<file path="src/rtl/iftm_defines.svh">
`ifndef IFTM_DEFINES_SVH
`define IFTM_DEFINES_SVH

// register word addresses
`define IFTM_ADDR_CTRL      4'h0
`define IFTM_ADDR_CONFIG    4'h1
`define IFTM_ADDR_ACTIVE    4'h2
`define IFTM_ADDR_WARN      4'h3
`define IFTM_ADDR_CODE      4'h4
`define IFTM_ADDR_HISTORY   4'h5
`define IFTM_ADDR_LEVEL     4'h6

// control register bits
`define IFTM_CTRL_RESET_BIT 0

// config register fields
`define IFTM_CFG_OVL_EN_BIT    0
`define IFTM_CFG_THERM_EN_BIT  1
`define IFTM_CFG_PHASE_LO      2
`define IFTM_CFG_PHASE_HI      3
`define IFTM_CFG_PHASE_BIT     1
`define IFTM_CFG_SRC_POL_BIT   4
`define IFTM_CFG_EXTA_EN_BIT   5
`define IFTM_CFG_EXTB_EN_BIT   6
`define IFTM_CFG_RLY1_LO       8
`define IFTM_CFG_RLY1_HI       12
`define IFTM_CFG_RLY2_LO       16
`define IFTM_CFG_RLY2_HI       20
`define IFTM_RELAY_BRAKE_FN    5'h13
`define IFTM_CFG_RESET         32'h0000_0000

// trip source count and no-trip code
`define IFTM_NUM_SRC           17
`define IFTM_CODE_NONE         5'h1f

// timing
`define IFTM_CLK_HZ            100000000
`define IFTM_LINK_LOSS_MS      500
`define IFTM_IO_LOSS_MS        2000
`define IFTM_RECHARGE_MS       1000
`define IFTM_LINK_LOSS_CYC     ((`IFTM_CLK_HZ / 1000) * `IFTM_LINK_LOSS_MS)
`define IFTM_IO_LOSS_CYC       ((`IFTM_CLK_HZ / 1000) * `IFTM_IO_LOSS_MS)
`define IFTM_RECHARGE_CYC      ((`IFTM_CLK_HZ / 1000) * `IFTM_RECHARGE_MS)

`endif

</file>
<file path="src/rtl/iftm_pkg.sv">
`default_nettype none
package iftm_pkg;
    // one bit per trip source, index is also priority (0 = highest)
    typedef enum logic [4:0] {
        SRC_CHARGE   = 5'h00,
        SRC_OVERCUR  = 5'h01,
        SRC_GROUND   = 5'h02,
        SRC_OVERVOLT = 5'h03,
        SRC_UNDERVLT = 5'h04,
        SRC_IOBOARD  = 5'h05,
        SRC_LINK     = 5'h06,
        SRC_SENSOR   = 5'h07,
        SRC_HEATSINK = 5'h08,
        SRC_DRV_OVL  = 5'h09,
        SRC_MOT_OVL  = 5'h0a,
        SRC_THERMAL  = 5'h0b,
        SRC_PHASE    = 5'h0c,
        SRC_EXT_A    = 5'h0d,
        SRC_EXT_B    = 5'h0e,
        SRC_BRAKE    = 5'h0f,
        SRC_FAN      = 5'h10
    } iftm_src_type;

    typedef enum logic [1:0] {
        IO_WAIT = 2'b00,
        IO_UP   = 2'b01,
        IO_LOST = 2'b10
    } iftm_io_state_type;

    // raw fault detections from the power stage
    typedef struct packed {
        logic       overload_level;
        logic       overcurrent_200;
        logic       overvoltage;
        logic       undervoltage;
        logic       ground_fault;
        logic       thermal_model;
        logic [2:0] phase_open;
        logic       drive_overload;
        logic       charge_fault;
        logic       heatsink_hot;
        logic       temp_sensor_bad;
        logic       fan_error;
        logic       ext_a_pin;
        logic       ext_b_pin;
        logic       link_up;
        logic       io_link_up;
        logic       brake_active;
        logic       below_brake_current;
    } iftm_fault_in_type;

    typedef struct packed {
        logic [16:0]       active;
        logic [16:0]       history;
        logic [4:0]        code;
        logic              halt;
        logic              warning;
        logic [31:0]       cfg;
        logic [31:0]       rdata;
        logic [31:0]       link_cnt;
        logic [31:0]       io_cnt;
        logic [31:0]       uv_cnt;
        logic              uv_recent;
        logic              prev_uv;
        iftm_io_state_type io_state;
    } iftm_state_type;
endpackage
`default_nettype wire

</file>
<file path="src/rtl/iftm_trip_manager.sv">
// What this block does
// RULE1: any fault halts operation or warns, and its code is shown on the keypad
// RULE2: level faults drop when cleared and are not kept in history
// RULE3: latched faults clear only when gone and then reset is applied
// RULE4: fatal faults hold until a power cycle, whatever the condition
// RULE5: several simultaneous trips: only the highest priority one is displayed
// RULE6: warnings are readable through a dedicated register
// RULE7: motor overload latches only while its enable is nonzero
// RULE8: output current above 200 percent latches overcurrent
// RULE9: bus voltage above threshold latches overvoltage
// RULE10: bus undervoltage is level class, released on recovery
// RULE11: output ground fault above threshold latches
// RULE12: thermal model trip latches only while thermal enable is nonzero
// RULE13: open output phase latches only when phase select bit 1 is set
// RULE14: drive overload model, 150 percent for one minute, latches
// RULE15: unstable power or charging fault is fatal
// RULE16: power back within one second of undervoltage may give charging trip
// RULE17: heat sink over limit latches
// RULE18: temperature sensor failure latches
// RULE19: fan error trips and clears when resolved; the code only warns for it and holds it until a trip reset
// RULE20: external trip A latches when its input closes, polarity honoured
// RULE21: external trip B latches when its input opens, polarity honoured
// RULE22: internal link down over 500 ms latches
// RULE23: brake current below level with a relay set to brake function latches
// RULE24: io board trip at power-up until linked, and after 2 s loss
// RULE25: fixed priority encoder, lowest source index wins
//
// The plain strobed port and the register addresses were decided locally.
`default_nettype none
`include "iftm_defines.svh"

module iftm_trip_manager
    import iftm_pkg::*;
#(
    parameter int LINK_LOSS_CYC = `IFTM_LINK_LOSS_CYC,
    parameter int IO_LOSS_CYC   = `IFTM_IO_LOSS_CYC,
    parameter int RECHARGE_CYC  = `IFTM_RECHARGE_CYC
) (
    // clock and reset
    input  wire logic              clk_in,
    input  wire logic              reset_in,
    input  wire logic              enable_in,
    // fault detections and trip reset request
    input  wire iftm_fault_in_type fault_in,
    input  wire logic              reset_trip_in,
    // register port
    input  wire logic [3:0]        addr_in,
    input  wire logic [31:0]       wdata_in,
    input  wire logic              write_in,
    input  wire logic              read_in,
    output logic [31:0]            rdata_out,
    // trip outputs
    output logic                   halt_out,
    output logic                   warning_out,
    output logic [4:0]             keypad_code_out,
    output logic [16:0]            active_out
);
    localparam logic [16:0] LEVEL_MASK = 17'h00010; // undervoltage
    localparam logic [16:0] FATAL_MASK = 17'h00001; // charging
    localparam logic [16:0] WARN_MASK  = 17'h10000; // fan warns, motor keeps running

    iftm_state_type st_r;
    iftm_state_type st_nxt;

    logic [16:0] cond;
    logic        ext_closed_a;
    logic        ext_closed_b;
    logic        brake_relay;
    logic        sw_reset;
    logic [16:0] next_active;

    // ------------------------------------------------------------
    // fault conditions
    // ------------------------------------------------------------
    always_comb begin
        // sink polarity: pin low means closed, source: pin high
        ext_closed_a = st_r.cfg[`IFTM_CFG_SRC_POL_BIT] ? fault_in.ext_a_pin : ~fault_in.ext_a_pin;
        ext_closed_b = st_r.cfg[`IFTM_CFG_SRC_POL_BIT] ? fault_in.ext_b_pin : ~fault_in.ext_b_pin;
        brake_relay = (st_r.cfg[`IFTM_CFG_RLY1_HI:`IFTM_CFG_RLY1_LO] == `IFTM_RELAY_BRAKE_FN)
                   || (st_r.cfg[`IFTM_CFG_RLY2_HI:`IFTM_CFG_RLY2_LO] == `IFTM_RELAY_BRAKE_FN);
        cond = '0;
        // a short outage may trip charging on return
        cond[SRC_CHARGE]   = fault_in.charge_fault
                           || (st_r.uv_recent && st_r.prev_uv && !fault_in.undervoltage); // RULE15 RULE16
        cond[SRC_OVERCUR]  = fault_in.overcurrent_200;                                       // RULE8
        cond[SRC_GROUND]   = fault_in.ground_fault;                                          // RULE11
        cond[SRC_OVERVOLT] = fault_in.overvoltage;                                           // RULE9
        cond[SRC_UNDERVLT] = fault_in.undervoltage;                                          // RULE10
        // power-up wait trips only while the io link is still missing
        cond[SRC_IOBOARD]  = ((st_r.io_state == IO_WAIT) && !fault_in.io_link_up)
                           || (st_r.io_state == IO_LOST);                                    // RULE24
        // a restored link removes the cause at once, so a reset in that cycle clears
        cond[SRC_LINK]     = !fault_in.link_up && (st_r.link_cnt >= 32'(LINK_LOSS_CYC));     // RULE22
        cond[SRC_SENSOR]   = fault_in.temp_sensor_bad;                                       // RULE18
        cond[SRC_HEATSINK] = fault_in.heatsink_hot;                                          // RULE17
        cond[SRC_DRV_OVL]  = fault_in.drive_overload;                                        // RULE14
        cond[SRC_MOT_OVL]  = fault_in.overload_level && st_r.cfg[`IFTM_CFG_OVL_EN_BIT];      // RULE7
        cond[SRC_THERMAL]  = fault_in.thermal_model && st_r.cfg[`IFTM_CFG_THERM_EN_BIT];     // RULE12
        cond[SRC_PHASE]    = (|fault_in.phase_open)
                           && st_r.cfg[`IFTM_CFG_PHASE_LO + `IFTM_CFG_PHASE_BIT];             // RULE13
        cond[SRC_EXT_A]    = ext_closed_a && st_r.cfg[`IFTM_CFG_EXTA_EN_BIT];                // RULE20
        cond[SRC_EXT_B]    = !ext_closed_b && st_r.cfg[`IFTM_CFG_EXTB_EN_BIT];               // RULE21
        cond[SRC_BRAKE]    = fault_in.brake_active && fault_in.below_brake_current
                           && brake_relay;                                                   // RULE23
        cond[SRC_FAN]      = fault_in.fan_error;                                             // RULE19
    end

    // ------------------------------------------------------------
    // next state
    // ------------------------------------------------------------
    always_comb begin
        st_nxt   = st_r;
        sw_reset = reset_trip_in || (write_in && addr_in == `IFTM_ADDR_CTRL
                                     && wdata_in[`IFTM_CTRL_RESET_BIT]);

        // latched bits clear only with reset and the cause gone; set wins
        next_active = cond | (st_r.active & FATAL_MASK)                                      // RULE4
                    | (st_r.active & ~LEVEL_MASK & ~FATAL_MASK & {17{~sw_reset}});            // RULE3
        next_active = (next_active & ~LEVEL_MASK) | (cond & LEVEL_MASK);                     // RULE2
        st_nxt.active  = next_active;
        st_nxt.history = st_r.history | (cond & ~LEVEL_MASK);                                // RULE2

        // only the trip of highest priority reaches the keypad
        st_nxt.code = `IFTM_CODE_NONE;
        for (int i = `IFTM_NUM_SRC - 1; i >= 0; i--) begin
            if (next_active[i]) begin
                st_nxt.code = 5'(i);                                                         // RULE5 RULE25
            end
        end
        st_nxt.halt    = |(next_active & ~WARN_MASK);                                        // RULE1
        st_nxt.warning = |(next_active & WARN_MASK);                                         // RULE1

        // internal link loss timer
        if (fault_in.link_up) begin
            st_nxt.link_cnt = '0;
        end else if (st_r.link_cnt < 32'(LINK_LOSS_CYC)) begin
            st_nxt.link_cnt = st_r.link_cnt + 32'h1;                                         // RULE22
        end

        // io board link supervision
        unique case (st_r.io_state)
            IO_WAIT: begin
                if (fault_in.io_link_up) begin
                    st_nxt.io_state = IO_UP;
                end
            end
            IO_UP: begin
                if (fault_in.io_link_up) begin
                    st_nxt.io_cnt = '0;
                end else if (st_r.io_cnt + 32'h1 >= 32'(IO_LOSS_CYC)) begin
                    st_nxt.io_state = IO_LOST;                                               // RULE24
                end else begin
                    st_nxt.io_cnt = st_r.io_cnt + 32'h1;
                end
            end
            IO_LOST: begin
                if (fault_in.io_link_up && sw_reset) begin
                    st_nxt.io_state = IO_UP;
                    st_nxt.io_cnt   = '0;
                end
            end
            default: st_nxt.io_state = IO_WAIT;
        endcase

        // window after undervoltage in which a return counts as too quick
        st_nxt.prev_uv = fault_in.undervoltage;
        if (fault_in.undervoltage && !st_r.prev_uv) begin
            st_nxt.uv_cnt    = '0;
            st_nxt.uv_recent = 1'b1;
        end else if (st_r.uv_recent) begin
            if (st_r.uv_cnt + 32'h1 >= 32'(RECHARGE_CYC)) begin
                st_nxt.uv_recent = 1'b0;                                                     // RULE16
            end else begin
                st_nxt.uv_cnt = st_r.uv_cnt + 32'h1;
            end
        end

        // ------------------------------------------------------------
        // register port
        // ------------------------------------------------------------
        if (write_in && addr_in == `IFTM_ADDR_CONFIG) begin
            st_nxt.cfg = wdata_in;
        end
        st_nxt.rdata = '0;
        if (read_in) begin
            unique case (addr_in)
                `IFTM_ADDR_CONFIG:  st_nxt.rdata = st_r.cfg;
                `IFTM_ADDR_ACTIVE:  st_nxt.rdata = {15'h0, st_r.active};
                `IFTM_ADDR_WARN:    st_nxt.rdata = {15'h0, st_r.active & WARN_MASK};          // RULE6
                `IFTM_ADDR_CODE:    st_nxt.rdata = {27'h0, st_r.code};
                `IFTM_ADDR_HISTORY: st_nxt.rdata = {15'h0, st_r.history};
                `IFTM_ADDR_LEVEL:   st_nxt.rdata = {15'h0, cond};
                default:            st_nxt.rdata = '0;
            endcase
        end
    end

    always_ff @(posedge clk_in) begin
        if (reset_in) begin
            st_r          <= '0;
            st_r.code     <= `IFTM_CODE_NONE;
            st_r.cfg      <= `IFTM_CFG_RESET;
            st_r.io_state <= IO_WAIT;
        end else if (enable_in) begin
            st_r <= st_nxt;
        end
    end

    assign rdata_out       = st_r.rdata;
    assign halt_out        = st_r.halt;
    assign warning_out     = st_r.warning;
    assign keypad_code_out = st_r.code;
    assign active_out      = st_r.active;

    // ------------------------------------------------------------
    // checks
    // ------------------------------------------------------------
    property p_fatal_hold;
        @(posedge clk_in) disable iff (reset_in)
        (active_out[SRC_CHARGE] && enable_in) |=> active_out[SRC_CHARGE];
    endproperty
    a_fatal_hold: assert property (p_fatal_hold) else $error("fatal trip dropped"); // RULE4

    property p_level_drop;
        @(posedge clk_in) disable iff (reset_in)
        (enable_in && !fault_in.undervoltage) |=> !active_out[SRC_UNDERVLT];
    endproperty
    a_level_drop: assert property (p_level_drop) else $error("level trip held"); // RULE10

    logic history_bit_uv;
    assign history_bit_uv = st_r.history[SRC_UNDERVLT];
    property p_level_hist;
        @(posedge clk_in) disable iff (reset_in)
        !history_bit_uv;
    endproperty
    a_level_hist: assert property (p_level_hist) else $error("level trip in history"); // RULE2

    property p_latch_hold;
        @(posedge clk_in) disable iff (reset_in)
        (active_out[SRC_OVERCUR] && enable_in && !reset_trip_in && !write_in) |=> active_out[SRC_OVERCUR];
    endproperty
    a_latch_hold: assert property (p_latch_hold) else $error("latched trip lost"); // RULE3

    property p_overcur_set;
        @(posedge clk_in) disable iff (reset_in)
        (enable_in && fault_in.overcurrent_200) |=> active_out[SRC_OVERCUR] && halt_out;
    endproperty
    a_overcur_set: assert property (p_overcur_set) else $error("overcurrent not tripped"); // RULE8

    property p_ovl_gate;
        @(posedge clk_in) disable iff (reset_in)
        (enable_in && fault_in.overload_level && st_r.cfg[`IFTM_CFG_OVL_EN_BIT]) |=> active_out[SRC_MOT_OVL];
    endproperty
    a_ovl_gate: assert property (p_ovl_gate) else $error("overload not tripped"); // RULE7

    property p_priority;
        @(posedge clk_in) disable iff (reset_in)
        (active_out[SRC_CHARGE]) |-> keypad_code_out == 5'h00;
    endproperty
    a_priority: assert property (p_priority) else $error("wrong keypad code"); // RULE5

    property p_fan_warn;
        @(posedge clk_in) disable iff (reset_in)
        (active_out == WARN_MASK) |-> warning_out && !halt_out;
    endproperty
    a_fan_warn: assert property (p_fan_warn) else $error("fan should only warn"); // RULE19

    property p_read_lat;
        @(posedge clk_in) disable iff (reset_in)
        (enable_in && read_in && addr_in == `IFTM_ADDR_CODE) |=> rdata_out == {27'h0, $past(keypad_code_out)};
    endproperty
    a_read_lat: assert property (p_read_lat) else $error("code read wrong"); // code register readback
endmodule
`default_nettype wire

</file>
<file path="config.mk">
export PLATFORM = sky130hd
export DESIGN_NAME = iftm_trip_manager
export DESIGN_NICKNAME = d
export VERILOG_FILES = /design/src/rtl/iftm_pkg.sv /design/src/rtl/iftm_trip_manager.sv
export VERILOG_INCLUDE_DIRS = /design/src /design/src/rtl
export SDC_FILE = /design/constraint.sdc
export NUM_CORES = 1
export LEC_CHECK = 0
export ABC_AREA = 1
export BUFFER_PORTS_ARGS = -buffer_cell sky130_fd_sc_hd__buf_2
export CAP_MARGIN = 20
export CORE_MARGIN = 1
export CORE_UTILIZATION = 46
export DETAILED_ROUTE_END_ITERATION = 16
export PLACE_DENSITY = 0.68
export SETUP_SLACK_MARGIN = 0.4
export SLEW_MARGIN = 10
export SYNTH_ARGS = -nofsm -noshare
export SYNTH_HDL_FRONTEND = slang
export SYNTH_SLANG_ARGS = --single-unit
export TNS_END_PERCENT = 10
</file>
<file path="constraint.sdc">
create_clock -name clk_in -period 2.9 [get_ports clk_in]
set_clock_uncertainty 0.2 [all_clocks]
set_input_delay 0.29 -clock clk_in [delete_from_list [all_inputs] [get_ports clk_in]]
set_output_delay 0.29 -clock clk_in [all_outputs]
set_load 0.005 [all_outputs]
</file>
==> flow_metrics.tcl <==
set metrics [dict create \
    hold_depth 4 \
    wl_per_cell_um 14.99 \
    synth_nets 1885 \
    dr_total_vias 12043 \
    finalNetCount 2022 \
    cp_max_fo 8 \
    swShare_pct 27.33 \
    antenna_found_initial 0 \
    crit_arrival_ns 2.98 \
    setup-violations-final 0 \
    seqPwrFrac_pct 42.2 \
    maxCapViolCount 0 \
    fp.dieW_um 159.8 \
    yosysTopAreaCellShare_pct 35.31 \
    drt_wl_total_um 34390 \
    hp-class "in2reg" \
    drt-initial-drc-count 858 \
    min_from "fault_in[2]" \
    antenna_cells 0 \
    synth_area_leader_cell "dfxtp_1" \
    drive_gt1_share_pct 24.40 \
    ir_worst_vdd_v 0.0004028 \
    synth.yosys.seq_area_share_pct 35.31 \
    status "finished clean" \
    core_mm2 0.02439 \
    cts_root_buffer "clkbuf_16" \
    maxSlewHeadroom_pct 53.96 \
    worstSetupPathType "reg2reg" \
    routed_via_density 5.247 \
    min_to "st_r[176]" \
    dr_wl_met2_um 16570 \
    clock_latency_ns 0.53 \
    ys_ff_latch 202 \
    power.density_mw_per_mm2 484.1 \
    ioPinCount 118 \
    area_growth_pct 28.97 \
    clock-sinks 202 \
    initial_core_util_pct 46.96 \
    finalCritPeriodShare_pct 95.13 \
    hpwlAfterDp_um 22210 \
    synthCells 1817 \
    timing.rr.end "st_r[48]" \
    routabilityCongestion 0.9450 \
    wl_met3_um 1962 \
    io_buffers 117 \
    ctsHtreeMaxLevel 1 \
    first_pass_iters 5 \
    worstMarginPinSlew_ns 0.6889 \
    clock.fmax_mhz 362.5 \
    required_ns 3.12 \
    grt-ovfl-total 0 \
    post-route-drc-count 0 \
    ant_nets 0 \
    crit_path_end_kind "register" \
    highest-signal-layer "met4" \
    clockBufferDepth 3 \
    path_clk_slew_ns 0.06 \
    hold_ws_ns 0.03835 \
    synthTopCellsByArea "dfxtp_1 (35%), nand2_1 (17%), nor2_1 (8.1%), a21oi_1 (6.9%), inv_1 (6.9%)" \
    syn-cell-area_mm2 0.01145 \
    final-max-slew-violation-count 0 \
    r2r_slack_ns 0.14 \
    startpoint "st_r[37]" \
    row_count 57 \
    yosys_warnings 0 \
    fin_crit_ns 2.759 \
    wl_met1_um 14560 \
    syn_area_per_cell_um2 6.304 \
    grt_pass1_wl_um 54880 \
    grt_setup_unrepaired "true" \
    combinationalPowerShare_pct 14.3 \
    finish.utilization_pct 60.56 \
    dieArea_mm2 0.02553 \
    intPower_w 0.005197 \
    fp.dieH_um 159.8 \
    hold_viol 0 \
    track_usage_pct 25.71 \
    ys_types 42 \
    pwr-share-clk_pct 43.6 \
    power.leakage_nw 6.215 \
    cts_tree "built" \
    grt_start_max_net_pins 119 \
    grt_pass1_vias 11368 \
    numCtsBuffers 24 \
    startpoint_type "register" \
    worstReg2RegStart "st_r[37]" \
    r2r_cells 18 \
    power.switching_w 0.001955 \
]
[critical path, stage by stage, from the launching register on]
cell and delay, ns:
dfxtp_4 0.38, nand3_4 0.12, nor2_4 0.16, buf_4 0.14, nand2_1 0.11, nor2_4 0.15, nand3_1 0.12, xor2_1 0.18
nand3b_1 0.16, nor2_1 0.14, nand2_2 0.08, nand2_2 0.06, nand2_2 0.06, nand3_4 0.07, buf_12 0.17, clkbuf_16 0.20
nand2_2 0.05, nand2_1 0.05, nor2_1 0.04
[placed cells by master, fill, tap and decap left out, types with 32 or more instances in the layout]
cell,synthesis,routed
nand2_1,515,444
nand3_1,82,71
xor2_1,41,34
dlygate4sd3_1,0,45
o21ai_0,58,51
inv_1,210,193
dfxtp_1,202,164
nand2_2,3,45
a21oi_1,158,148
nor3_1,49,32
buf_2,8,116
buf_4,56,53
nor2_1,246,207
[kinds of logic (layout without fill, tap and decap cells)]
| logic type | after synthesis | after routing | synth area share, % |
|---|---|---|---|
| xor+xnor | 48 | 48 | 3.736 |
| compound gates | 252 | 252 | 11.80 |
| fa+ha+maj | 6 | 6 | 0.6554 |
| buf+inv | 338 | 492 | 13.20 |
| flops | 202 | 202 | 35.31 |
| simple gates | 971 | 971 | 35.31 |
[state kept, by name, indices dropped and copies added (netlist names)]
register and count:
active_out 17, halt_out 1, keypad_code_out 5, rdata_out 32, st_r 147
[layer usage]
metal  global-route usage [%]  vias up
li1                         -     5988
met1                    32.35     5563
met2                    44.52      390
met3                    3.221      102
met4                    10.26        0
met5                        0        -
[through the flow]
stage          std cells  setup TNS, ns  instance area [µm²]  setup slack [ns]  total power (W)
3_3_place_gp        2170              0                12100           0.09261         0.003765
2_1_floorplan       1817              0                11490            0.3969         0.003565
5_1_grt             2295      -0.002677                14770         -0.001613         0.007425
3_5_place_dp        2170              0                12100           0.01010         0.003781
6_report            2295              0                14770            0.1413         0.007151
4_1_cts             2286              0                14010            0.2060         0.007035
[how the worst max path moves through the flow]
stage,endpoint,slack (ns)
6_report,st_r[48],0.14
5_1_grt,st_r[67],-0.002
4_1_cts,st_r[40],0.21
3_5_place_dp,st_r[19],0.01
3_3_place_gp,st_r[23],0.09
2_1_floorplan,st_r[43],0.40
[Yosys cell counts (all sizes together)]
cell       n
a211oi     3
a21oi    160
a221oi     1
a2bb2oi    1
a31oi      4
and2       1
and3       2
buf       76
clkbuf    47
dfxtp    202
ha         6
inv      215
nand2    518
nand3     86
nand3b     6
nand4     30
nor2     256
nor3      50
nor3b      1
nor4      12
o2111ai    4
o211ai     6
o21a       3
o21ai     58
o221ai     2
o22ai      7
o311ai     1
o31ai      2
or2        9
xnor2      6
xor2      42
[timing repair]
item                       CTS  global route
cloned                       4             4
hold buffers                45             0
pin swaps                   21            94
setup endpoints to repair   69            97
hold endpoints to repair    66             0
setup buffers               24             5
gates resized for setup    122           188
[power groups by stage]
stage                     clock, W  sequential [W]  combinational [W]
after floorplan                  0         0.00302           0.000547
after global placement           0         0.00304           0.000722
after detailed placement         0         0.00304           0.000737
after CTS                  0.00317         0.00300           0.000862
after global routing       0.00328         0.00302            0.00112
final                      0.00312         0.00301            0.00102
[cell type report]
class,count,area [µm²]
fill,2244,9619
multi-input combinational,1277,6792
sequential,202,4134
timing repair buffer,234,1797
inverter,215,812.0
clock buffer,34,719.4
tap,324,405.4
clock inverter,9,112.6
Note: power is estimated with default switching activity, not from simulation.
